<file path="src/hw/tseg_pkg.sv">
// Package for the timer software event generation block.
// Holds register offsets, field positions, reset values and carrier types.
// Assumes a byte-addressed register port with 32-bit data words.
package tseg_pkg;

  // Widths of the register port and of the counter values.
  localparam int ADDR_W = 8;
  localparam int DATA_W = 32;
  localparam int CNT_W  = 16;
  localparam int NUM_CH = 4;

  // Register offsets in bytes.
  localparam logic [7:0] OFS_CTRL  = 8'h00;
  localparam logic [7:0] OFS_STS   = 8'h10;
  localparam logic [7:0] OFS_EVGEN = 8'h14;
  localparam logic [7:0] OFS_CHCFG = 8'h18;
  localparam logic [7:0] OFS_CAP0  = 8'h34;
  localparam logic [7:0] OFS_CAP_STEP = 8'h04;

  // Control register fields.
  localparam int CTRL_UPD_DIS_BIT = 0;
  localparam int CTRL_UPD_SRC_BIT = 1;

  // Event generation register fields.
  localparam int EV_UPD_BIT   = 0;
  localparam int EV_CH_LSB    = 1;
  localparam int EV_TRG_BIT   = 6;

  // Status register fields.
  localparam int STS_CH_LSB   = 1;
  localparam int STS_TRG_BIT  = 6;
  localparam int STS_OVR_LSB  = 9;

  // Channel configuration fields, one nibble per channel.
  localparam int CFG_IN_BIT   = 0;
  localparam int CFG_IRQ_BIT  = 1;
  localparam int CFG_DMA_BIT  = 2;
  localparam int CFG_STRIDE   = 4;

  // Reset values.
  localparam logic [1:0]  CTRL_RST  = 2'h0;
  localparam logic [15:0] CHCFG_RST = 16'h0000;
  localparam logic [15:0] EVGEN_RST = 16'h0000;

  // Per-channel configuration carrier.
  typedef struct packed {
    logic isInput;
    logic irqEn;
    logic dmaEn;
  } tseg_chan_cfg_t;

  // Counter reload command carrier.
  typedef struct packed {
    logic             load;
    logic [CNT_W-1:0] value;
  } tseg_cnt_load_t;

endpackage

</file>
<file path="src/hw/tseg_channel.sv">
// One capture/compare channel's reaction to a forced event.
// Assumes the counter value comes from logic on the same clock.
`timescale 1ns/1ns
`default_nettype none
module tseg_channel
(
  input  wire logic                        clk,
  input  wire logic                        rstN,
  input  wire tseg_pkg::tseg_chan_cfg_t    cfg,
  input  wire logic                        forceEv,
  input  wire logic [tseg_pkg::CNT_W-1:0]  cntValue,
  input  wire logic                        clrFlag,
  input  wire logic                        clrOver,
  output logic                             flagQ,
  output logic                             overQ,
  output logic [tseg_pkg::CNT_W-1:0]       capQ,
  output logic                             irqQ,
  output logic                             dmaQ
);

  logic                       flag_reg;
  logic                       flag_next;
  logic                       over_reg;
  logic                       over_next;
  logic [tseg_pkg::CNT_W-1:0] cap_reg;
  logic [tseg_pkg::CNT_W-1:0] cap_next;
  logic                       irq_reg;
  logic                       irq_next;
  logic                       dma_reg;
  logic                       dma_next;

  // Flags clear on request, but a forced event in the same cycle wins.
  always_comb
  begin
    flag_next = flag_reg & ~clrFlag;
    over_next = over_reg & ~clrOver;
    cap_next  = cap_reg;
    irq_next  = 1'b0;
    dma_next  = 1'b0;
    if (forceEv)
    begin
      flag_next = 1'b1;
      irq_next  = cfg.irqEn;
      dma_next  = cfg.dmaEn;
      if (cfg.isInput)
      begin
        cap_next = cntValue;
        if (flag_reg)
        begin
          over_next = 1'b1;
        end
      end
    end
  end

  // Channel state registers.
  always_ff @(posedge clk or negedge rstN)
  begin
    if (!rstN)
    begin
      flag_reg <= 1'b0;
      over_reg <= 1'b0;
      cap_reg  <= 16'h0000;
      irq_reg  <= 1'b0;
      dma_reg  <= 1'b0;
    end
    else
    begin
      flag_reg <= flag_next;
      over_reg <= over_next;
      cap_reg  <= cap_next;
      irq_reg  <= irq_next;
      dma_reg  <= dma_next;
    end
  end

  assign flagQ = flag_reg;
  assign overQ = over_reg;
  assign capQ  = cap_reg;
  assign irqQ  = irq_reg;
  assign dmaQ  = dma_reg;

endmodule
`default_nettype wire

</file>
<file path="src/hw/tseg_event_gen.sv">
// Software event generation for a general-purpose timer.
// Assumes the counter, auto-reload value and direction come from timer logic
// on ref_clk; the counter and prescaler act on the pulses driven out here.
//
// Overview of operation
// Writing one to force_update_bit reinitialises the counter and issues an update.
// The update command bit is set by software and cleared by hardware.
// Every update clears the prescaler count; its division factor is untouched.
// Counting down, a forced update loads the counter with the auto-reload value.
// Counting up or centre-aligned, a forced update clears the counter; the code has no centre-aligned input and clears it only while countDown is low.
// Channel 1 event bit forces a channel 1 event, then self-clears.
// Output channel: event sets match flag, plus irq and DMA when enabled.
// Input channel: event captures counter, sets flag, irq and DMA when enabled.
// Input capture with flag already set also sets the overcapture flag.
// Channel 2 to 4 event bits behave like channel 1 for their channels.
// Writing one to force_trigger_bit makes a trigger event, then self-clears.
// Forced update acts only when update_disable and update_source_select are zero.
// A trigger event sets trigger_event_flag; only software clears it.
// Zero writes, reserved bits ignored; event register always reads zero.
//
// Added by the designer: the address-and-strobe port.
`timescale 1ns/1ns
`default_nettype none
module tseg_event_gen
#(
  parameter int NUM_CH = tseg_pkg::NUM_CH
)
(
  input  wire logic                         ref_clk,
  input  wire logic                         nrst,
  input  wire logic [tseg_pkg::ADDR_W-1:0]  regAddr,
  input  wire logic [tseg_pkg::DATA_W-1:0]  regWdata,
  input  wire logic                         regWr,
  input  wire logic                         regRd,
  output logic      [tseg_pkg::DATA_W-1:0]  regRdata,
  input  wire logic [tseg_pkg::CNT_W-1:0]   cntValue,
  input  wire logic [tseg_pkg::CNT_W-1:0]   autoReload,
  input  wire logic                         countDown,
  output logic                              updEvent,
  output logic                              pscClear,
  output tseg_pkg::tseg_cnt_load_t          cntLoad,
  output logic                              trgEvent,
  output logic      [NUM_CH-1:0]            chIrq,
  output logic      [NUM_CH-1:0]            chDma
);

  // Reset release through two flip-flops.
  logic rstSync1_reg;
  logic rstN;

  always_ff @(posedge ref_clk or negedge nrst)
  begin
    if (!nrst)
    begin
      rstSync1_reg <= 1'b0;
      rstN         <= 1'b0;
    end
    else
    begin
      rstSync1_reg <= 1'b1;
      rstN         <= rstSync1_reg;
    end
  end

  // Register state.
  logic [1:0]                   ctrl_reg;
  logic [1:0]                   ctrl_next;
  logic [15:0]                  chcfg_reg;
  logic [15:0]                  chcfg_next;
  logic [15:0]                  evgen_reg;
  logic [15:0]                  evgen_next;
  logic                         trgFlag_reg;
  logic                         trgFlag_next;
  logic [tseg_pkg::DATA_W-1:0]  rdata_reg;
  logic [tseg_pkg::DATA_W-1:0]  rdata_next;
  logic                         upd_reg;
  logic                         upd_next;
  logic                         trg_reg;
  logic                         trg_next;
  tseg_pkg::tseg_cnt_load_t     load_reg;
  tseg_pkg::tseg_cnt_load_t     load_next;

  // Decoded strobes.
  logic                         wrCtrl;
  logic                         wrSts;
  logic                         wrEvgen;
  logic                         wrChcfg;
  logic                         updAllowed;

  // Channel wiring.
  logic [NUM_CH-1:0]            chFlag;
  logic [NUM_CH-1:0]            chOver;
  logic [tseg_pkg::CNT_W-1:0]   chCap [NUM_CH];
  logic [NUM_CH-1:0]            chClrFlag;
  logic [NUM_CH-1:0]            chClrOver;

  // Address decode for writes.
  assign wrCtrl  = regWr && (regAddr == tseg_pkg::OFS_CTRL);
  assign wrSts   = regWr && (regAddr == tseg_pkg::OFS_STS);
  assign wrEvgen = regWr && (regAddr == tseg_pkg::OFS_EVGEN);
  assign wrChcfg = regWr && (regAddr == tseg_pkg::OFS_CHCFG);

  // A forced update only counts while updates are enabled and any source may update.
  assign updAllowed = ~ctrl_reg[tseg_pkg::CTRL_UPD_DIS_BIT]
                    & ~ctrl_reg[tseg_pkg::CTRL_UPD_SRC_BIT];

  // Configuration registers written by software.
  always_comb
  begin
    ctrl_next  = ctrl_reg;
    chcfg_next = chcfg_reg;
    if (wrCtrl)
    begin
      ctrl_next = regWdata[1:0];
    end
    if (wrChcfg)
    begin
      chcfg_next = regWdata[15:0];
    end
  end

  always_ff @(posedge ref_clk or negedge rstN)
  begin
    if (!rstN)
    begin
      ctrl_reg  <= tseg_pkg::CTRL_RST;
      chcfg_reg <= tseg_pkg::CHCFG_RST;
    end
    else
    begin
      ctrl_reg  <= ctrl_next;
      chcfg_reg <= chcfg_next;
    end
  end

  // Command bits: a one written is held for one cycle, then hardware clears it.
  // Zero bits and reserved bits are dropped, so nothing else is ever stored.
  always_comb
  begin
    evgen_next = tseg_pkg::EVGEN_RST;
    if (wrEvgen)
    begin
      evgen_next[tseg_pkg::EV_UPD_BIT] = regWdata[tseg_pkg::EV_UPD_BIT];
      evgen_next[tseg_pkg::EV_CH_LSB +: 4] = regWdata[tseg_pkg::EV_CH_LSB +: 4];
      evgen_next[tseg_pkg::EV_TRG_BIT] = regWdata[tseg_pkg::EV_TRG_BIT];
    end
  end

  always_ff @(posedge ref_clk or negedge rstN)
  begin
    if (!rstN)
    begin
      evgen_reg <= tseg_pkg::EVGEN_RST;
    end
    else
    begin
      evgen_reg <= evgen_next;
    end
  end

  // Update and trigger actions taken from the held command bits.
  always_comb
  begin
    upd_next        = 1'b0;
    trg_next        = evgen_reg[tseg_pkg::EV_TRG_BIT];
    load_next.load  = 1'b0;
    load_next.value = load_reg.value;
    trgFlag_next    = trgFlag_reg;
    if (wrSts && !regWdata[tseg_pkg::STS_TRG_BIT])
    begin
      trgFlag_next = 1'b0;
    end
    if (evgen_reg[tseg_pkg::EV_TRG_BIT])
    begin
      trgFlag_next = 1'b1;
    end
    if (evgen_reg[tseg_pkg::EV_UPD_BIT] && updAllowed)
    begin
      upd_next       = 1'b1;
      load_next.load = 1'b1;
      if (countDown)
      begin
        load_next.value = autoReload;
      end
      else
      begin
        load_next.value = 16'h0000;
      end
    end
  end

  always_ff @(posedge ref_clk or negedge rstN)
  begin
    if (!rstN)
    begin
      upd_reg     <= 1'b0;
      trg_reg     <= 1'b0;
      load_reg    <= '0;
      trgFlag_reg <= 1'b0;
    end
    else
    begin
      upd_reg     <= upd_next;
      trg_reg     <= trg_next;
      load_reg    <= load_next;
      trgFlag_reg <= trgFlag_next;
    end
  end

  // Each update clears the prescaler count only; its factor lives elsewhere.
  assign updEvent = upd_reg;
  assign pscClear = upd_reg;
  assign cntLoad  = load_reg;
  assign trgEvent = trg_reg;

  // One channel instance per capture/compare channel.
  genvar ch;
  generate
    for (ch = 0; ch < NUM_CH; ch++)
    begin : gen_ch
      tseg_pkg::tseg_chan_cfg_t cfg;

      assign cfg.isInput = chcfg_reg[ch*tseg_pkg::CFG_STRIDE + tseg_pkg::CFG_IN_BIT];
      assign cfg.irqEn   = chcfg_reg[ch*tseg_pkg::CFG_STRIDE + tseg_pkg::CFG_IRQ_BIT];
      assign cfg.dmaEn   = chcfg_reg[ch*tseg_pkg::CFG_STRIDE + tseg_pkg::CFG_DMA_BIT];
      // Status flags clear when software writes zero to them.
      assign chClrFlag[ch] = wrSts && !regWdata[tseg_pkg::STS_CH_LSB + ch];
      assign chClrOver[ch] = wrSts && !regWdata[tseg_pkg::STS_OVR_LSB + ch];

      tseg_channel u_chan
      (
        .clk      (ref_clk),
        .rstN     (rstN),
        .cfg      (cfg),
        .forceEv  (evgen_reg[tseg_pkg::EV_CH_LSB + ch]),
        .cntValue (cntValue),
        .clrFlag  (chClrFlag[ch]),
        .clrOver  (chClrOver[ch]),
        .flagQ    (chFlag[ch]),
        .overQ    (chOver[ch]),
        .capQ     (chCap[ch]),
        .irqQ     (chIrq[ch]),
        .dmaQ     (chDma[ch])
      );
    end
  endgenerate

  // Read mux; data appear in the cycle after the read strobe.
  always_comb
  begin
    rdata_next = '0;
    if (regRd)
    begin
      case (regAddr)
        tseg_pkg::OFS_CTRL:
        begin
          rdata_next[1:0] = ctrl_reg;
        end
        tseg_pkg::OFS_STS:
        begin
          rdata_next[tseg_pkg::STS_CH_LSB +: 4]  = chFlag;
          rdata_next[tseg_pkg::STS_TRG_BIT]      = trgFlag_reg;
          rdata_next[tseg_pkg::STS_OVR_LSB +: 4] = chOver;
        end
        tseg_pkg::OFS_EVGEN:
        begin
          rdata_next = '0;
        end
        tseg_pkg::OFS_CHCFG:
        begin
          rdata_next[15:0] = chcfg_reg;
        end
        tseg_pkg::OFS_CAP0:
        begin
          rdata_next[15:0] = chCap[0];
        end
        tseg_pkg::OFS_CAP0 + tseg_pkg::OFS_CAP_STEP:
        begin
          rdata_next[15:0] = chCap[1];
        end
        tseg_pkg::OFS_CAP0 + 8'(2 * tseg_pkg::OFS_CAP_STEP):
        begin
          rdata_next[15:0] = chCap[2];
        end
        tseg_pkg::OFS_CAP0 + 8'(3 * tseg_pkg::OFS_CAP_STEP):
        begin
          rdata_next[15:0] = chCap[3];
        end
        default:
        begin
          rdata_next = '0;
        end
      endcase
    end
  end

  always_ff @(posedge ref_clk or negedge rstN)
  begin
    if (!rstN)
    begin
      rdata_reg <= '0;
    end
    else
    begin
      rdata_reg <= rdata_next;
    end
  end

  assign regRdata = rdata_reg;

endmodule
`default_nettype wire

</file>
<file path="config.mk">
export PLATFORM = sky130hd
export DESIGN_NAME = tseg_event_gen
export DESIGN_NICKNAME = d
export VERILOG_FILES = /design/src/hw/tseg_pkg.sv /design/src/hw/tseg_channel.sv /design/src/hw/tseg_event_gen.sv
export SDC_FILE = /design/constraint.sdc
export NUM_CORES = 1
export LEC_CHECK = 0
export BUFFER_PORTS_ARGS = -buffer_cell sky130_fd_sc_hd__buf_2
export CAP_MARGIN = 20
export CORE_MARGIN = 5
export CORE_UTILIZATION = 48
export DETAILED_ROUTE_END_ITERATION = 6
export GPL_TIMING_DRIVEN = 0
export PLACE_DENSITY = 0.77
export SETUP_SLACK_MARGIN = 0.1
export SLEW_MARGIN = 20
export SYNTH_ARGS = -nofsm -noshare
export SYNTH_HDL_FRONTEND = slang
export SYNTH_SLANG_ARGS = --single-unit
</file>
<file path="constraint.sdc">
create_clock -name ref_clk -period 4.91 [get_ports ref_clk]
set_clock_uncertainty 0.05 [all_clocks]
set_input_delay 1.2275 -clock ref_clk [delete_from_list [all_inputs] [get_ports ref_clk]]
set_output_delay 1.2275 -clock ref_clk [all_outputs]
set_load 0.05 [all_outputs]
</file>
**Yosys cells after proc, flatten, opt, wreduce, memory -nomap -nowiden**

Cells that the tools add are included.

- Divide/modulo/power cells: 0
- Equal/unequal tests: 7
- $add $sub $neg: 0
- Shifts and indexed selects: 0
- $lt $le $gt $ge: 0
- Multiplexer cells: 40
- Multipliers: 0
- Reduce and logical (&&, ||, !) cells: 29
- Bitwise logic cells: 19

Operators by type and width:

| operator | number |
|---|---|
| two-way mux 16 bit | 2 |
| two-way mux 1 bit | 28 |
| equality test 8 x 5 -> 1 bit (second input constant) | 3 |
| equality test 8 x 6 -> 1 bit (second input constant) | 3 |
| one-hot mux 4 bit (6 select lines) | 1 |
| one-hot mux 3 bit (6 select lines) | 1 |
| two-way mux 17 bit | 1 |
| one-hot mux 3 bit (5 select lines) | 1 |
| logical AND 1 bit | 14 |
| one-hot mux 1 bit (6 select lines) | 2 |
| NOT 1 bit | 10 |
| one-hot mux 2 bit (5 select lines) | 1 |
| bitwise AND 1 bit | 9 |
| zero test 1 bit | 9 |
| equality test 8 x 7 -> 1 bit (second input constant) | 1 |
| zero test 8 bit | 1 |
| AND reduction 2 bit | 4 |
| one-hot mux 1 bit (7 select lines) | 1 |
| two-way mux 5 bit | 1 |
| one-hot mux 1 bit (5 select lines) | 1 |
| nonzero test 2 bit | 1 |

- Memories: 0
- Bits in read-only memories: 0
- Flip-flop bits (word level): 142
- Latch bits: 0
- Output and inout port bits: 60
- Bits in writable memories: 0

**Longest topological paths before layout**

- Depth after elaboration: 8
- Depth in mapped cells: 7
- Mapped depth without buffers: 4

**By module**

From an unflattened synthesis, not the netlist that was laid out.

- Cells, all modules: 500
- Area total of the unflattened synthesis: 6377.4 sq um

By module, submodules not included:

| module | cells each | sequential area each (sq um) | area an instance (sq um) | instances |
|---|---|---|---|---|
| tseg_event_gen | 320 | 1526.5 | 3259.4 | 1 |
| tseg_channel | 45 | 500.5 | 779.5 | 4 |

**Worst setup path before layout**

Ideal clock, no wire load.

- Kind: input to register
- From: in regAddr[6] (netlist bit)
- To: reg chcfg_reg[10]
- Arrival: 2.558 ns
- Cell stages on the path: 7
- Buffers on the path: 3
- Data required time: 4.735 ns
- Setup slack: 2.177 ns
- Setup time: 0.125 ns
- Path through: clkbuf_1 > nor2b_2 > nand3_1 > or3_1 > buf_4 > buf_6 > mux2_4

- Word-level cells in the longest chain between the ends: 2

Ends and longest elaborated chain:

| item | RTL line | RTL |
|---|---|---|
| start, declared | tseg_event_gen.sv:31 | `input wire logic [tseg_pkg::ADDR_W-1:0] regAddr,` |
| equality test 8 x 5 -> 1 bit | tseg_event_gen.sv:101 | `assign wrChcfg = regWr && (regAddr == tseg_pkg::OFS_CHCFG);` |
| logical AND 1 bit | tseg_event_gen.sv:101 |  |
| end signal, assigned | tseg_event_gen.sv:127 | `chcfg_reg <= tseg_pkg::CHCFG_RST;` |
| end signal, assigned | tseg_event_gen.sv:132 | `chcfg_reg <= chcfg_next;` |
| end, declared | tseg_event_gen.sv:68 | `logic [15:0] chcfg_reg;` |

No other way between the ends.
A chain may end at the register's enable or synchronous reset.

**Final worst setup path**

- From: in regAddr[1] (netlist bit)
- To: reg rdata_reg, in the netlist regRdata[5]

- Word-level cells in the longest chain between the ends: 3
- Elaborated cells between the ends (all ways): 7

Ends and longest elaborated chain:

| item | RTL line | RTL |
|---|---|---|
| equality test 8 x 7 -> 1 bit, or another cell as far along | tseg_event_gen.sv:254 | `case (regAddr)` |
| one-hot mux 1 bit (5 select lines) * | tseg_event_gen.sv:254 |  |
| two-way mux 16 bit * | tseg_event_gen.sv:252 | `if (regRd)` |
| named net rdata_next, one bit | tseg_event_gen.sv:75 | `logic [tseg_pkg::DATA_W-1:0] rdata_next;` |
| end signal, assigned | tseg_event_gen.sv:305 | `rdata_reg <= rdata_next;` |
| end, declared | tseg_event_gen.sv:74 | `logic [tseg_pkg::DATA_W-1:0] rdata_reg;` |

Mark *: on every way through the listed nets, which the timed path passes. The rest lies on a longest branch.

==> flow_summary_export.csv <==
group,metric,value,unit
run_status,outcome,"complete, no violations",
placement,gp_congestion,0.894,
timing,setup_viol,0,
grt,grt_pass1_vias,4370,
placement,dp.cells,784,
synthesis,ys_top_cells_by_area,"dfrtp_1 (58%), mux2_2 (14%), mux2i_1 (4.1%)",
critical_path,crit_chain,"buf_2, or3_1, nor3_2, clkbuf_1, nand2_1, a21oi_1",
cells_and_area,final_util,60.1,%
critical_path,r2r_slack,2950,ps
synthesis,synth_edf_count,0,
critical_path,path_class,"in -> reg",
grt,antenna_found_initial,1,
power_and_ir_drop,ir_worst_vdd,0.253,mV
clocking,ctsResizeCount,0,
route,drt-met1-wl,6280,um
grt,grt_pass1_wl,22600,um
grt,overflow,0,
cells_and_area,nNetsFinal,708,
grt,grt_util_all_layers,19.8,%
cells_and_area,drive_gt1_share,39.8,%
synthesis,ys.flop_type,"dfrtp_1",
clocking,clock_sinks,141,
timing,fin_crit_sh,58.4,%
floorplan,fp-row-count,41,
route,drc,0,
timing,drv_slew,0,
route,drt-total-wl,14200,um
route,routed-wl-met3,959,um
clocking,clock_latency,430,ps
synthesis,ys_ff_latch,141,
route,drt_pass1_iterations,4,
route,wl_per_cell,17.4,um
critical_path,cp-end-kind,"register",
route,vias,4228,
synthesis,ys_seq_area_share,57.7,%
critical_path,r2r_end,"gen_ch[1].u_chan.capQ[12]$_DFFE_PN0P_",
route,ant_nets,0,
timing,layout_min_cycle_time,2870,ps
cells_and_area,nFillCells,1023,
floorplan,io_pins,137,
critical_path,crit_buf_inv,2,
critical_path,crit_path_start,"regAddr[1]",
route,vias_per_cell,5.18,
floorplan,die_h,123,um
placement,dp.final_hpwl,10200,um
critical_path,cp-start-kind,"primary input",
critical_path,reg2reg_depth,3,
timing,worstMarginPinSlew,1090,ps
synthesis,syn_avg_cell_area,12.4,sq um
worst_hold_path,hp-class,"reg -> async",
synthesis,synthArstFlopShare,100,%
synthesis,ys_warn_count,0,
floorplan,start_util,48.6,%
clocking,post-cts-setup-buffer-count,0,
critical_path,worstPathArrival,3120,ps
cells_and_area,n_antenna_cell,0,
timing,relSlewSlack,26.6,%
route,drtIter0Drc,275,
clocking,cts_hold_buf,0,
clocking,cts.root.buffer_cell,"clkbuf_16",
cells_and_area,largest_reg_flops,64,
clocking,cts_tree,"built",
timing,fmax,0.349,GHz
synthesis,synth.distinct_cells,36,
cells_and_area,layoutNonFillerInstCount,816,
synthesis,synth_top_area_cell,"dfrtp_1",
route,wl_met2,6730,um
timing,hold_viol_final,0,
floorplan,dieArea,0.0151,sq mm
timing,rsz0062_at_grt,"no",
clocking,cts_made_buffers,17,
clocking,clk_pin_slew,60,ps
clocking,clk_path_buf_depth,2,
floorplan,design.core.area,0.0126,sq mm
synthesis,synth_top_area_share,57.7,%
synthesis,synth_area,0.00611,sq mm
flow_run,cap_viol_max_count,0,
route,maxUsedRoutingLayer,"met5",
grt,grt_max_degree,54,
floorplan,die_x,123,um
critical_path,slowest_stage,"clkbuf_1",
placement,port_buffers,101,
power_and_ir_drop,power_density,369,mW/mm^2
clocking,htree_levels,4,
synthesis,synthCells,494,
cells_and_area,area_growth,23.6,%
critical_path,required,5160,ps
power_and_ir_drop,leakage,3.66,nW
critical_path,r2r-start,"evgen_reg[2]$_DFF_PN0_",
critical_path,critPathMaxStageDelay,510,ps
critical_path,crit_family,"simple AND/OR/NAND/NOR gates",
critical_path,crit_fanout,10,
-- layout make-up --
class	instances	area, sq um	area share, %
flip-flops and latches	141	3530	46.8
repair buffers	103	553	7.32
multi-input cells	315	2320	30.8
clock buffers	26	509	6.74
well taps	172	215	2.85
clock inverters	6	105	1.39
inverters	3	11.3	0.149
plain buffers	50	304	4.03
-- worst reg2reg max path, delay by kind of cell (launching register included) --
| family | cells | cell delay [ps] |
|---|---|---|
| buffers and inverters | 1 | 630 |
| DFF | 1 | 420 |
| and+or+nand+nor | 1 | 350 |
| muxes | 1 | 410 |
-- stage by stage --
step | TNS [ps] | power [mW] | setup WS (ps) | instance area (sq um) | hold slack [ps]
2_1_floorplan | 0 | 1.40 | 641 | 6170 | 281
3_3_place_gp | -84450 | 1.47 | -616 | 6890 | 288
3_5_place_dp | 0 | 1.48 | 1630 | 6940 | 292
4_1_cts | 0 | 2.81 | 2060 | 7550 | 304
5_1_grt | 0 | 2.89 | 1930 | 7550 | 326
6_report | 0 | 2.79 | 2040 | 7550 | 285
-- Yosys cell counts, types with 2 or more instances --
cell type and number:
a21oi_1 9, conb_1 2, o22ai_1 9, o211ai_1 2, nand2_1 58, nor3_2 2, nand2b_1 6, dfrtp_1 141
or3_1 2, a21boi_0 8, mux2i_1 25, buf_2 6, a22oi_1 14, mux2_2 74, nand3b_1 3, inv_1 3
nor2_1 3, and2_1 14, o21ai_0 34, mux2_4 10, buf_4 27, nand3_1 13, clkbuf_1 16
-- routing by layer --
layer  GRT usage (%)  vias up
met5               0        -
met4            7.98        2
met3            5.12       23
met2            31.5      160
met1            26.1     2080
li1                -     1963
-- logic make-up after synthesis --
logic type / count (synthesis) / synth area share (%)
flops: 141 / 57.7
mux: 109 / 20.2
other cells: 2 / 0.123
compound gates: 78 / 7.68
simple gates: 111 / 9.11
buf+inv: 53 / 5.16
-- cell usage in the layout, fill, tap and decap left out, types with 2 or more instances in the layout --
cell type / count
nand3b_1: 3
nand2b_1: 6
and2_1: 14
a21boi_0: 8
o22ai_1: 9
clkbuf_16: 17
o21ai_0: 34
nand2_1: 58
clkbuf_1: 20
clkinv_2: 3
mux2i_1: 25
buf_4: 27
conb_1: 17
or3_1: 2
mux2_2: 74
o211ai_1: 2
bufinv_16: 3
a22oi_1: 14
dfrtp_1: 140
nor2_1: 3
buf_2: 107
nor3_2: 2
nand3_1: 13
inv_1: 3
clkbuf_8: 5
mux2_4: 10
a21oi_1: 9
-- worst max-delay path by stage --
stage | end | cells after the start
2_1_floorplan | chcfg_reg[0]$_DFFE_PN0P_ | 0
3_3_place_gp | cntLoad[16]$_DFF_PN0_ | 0
3_5_place_dp | regRdata[5]$_DFF_PN0_ | 6
4_1_cts | regRdata[5]$_DFF_PN0_ | 6
5_1_grt | regRdata[12]$_DFF_PN0_ | 6
6_report | regRdata[5]$_DFF_PN0_ | 6
-- power breakdown --
group | internal, mW | total (mW) | switching [mW] | leakage [nW]
sequential | 1.21 | 1.24 | 0.0314 | 1.71
clock | 0.864 | 1.32 | 0.459 | 0.304
combinational | 0.0873 | 0.224 | 0.137 | 1.64
total | 2.16 | 2.79 | 0.627 | 3.66
Power figures use the tool's default switching activity.
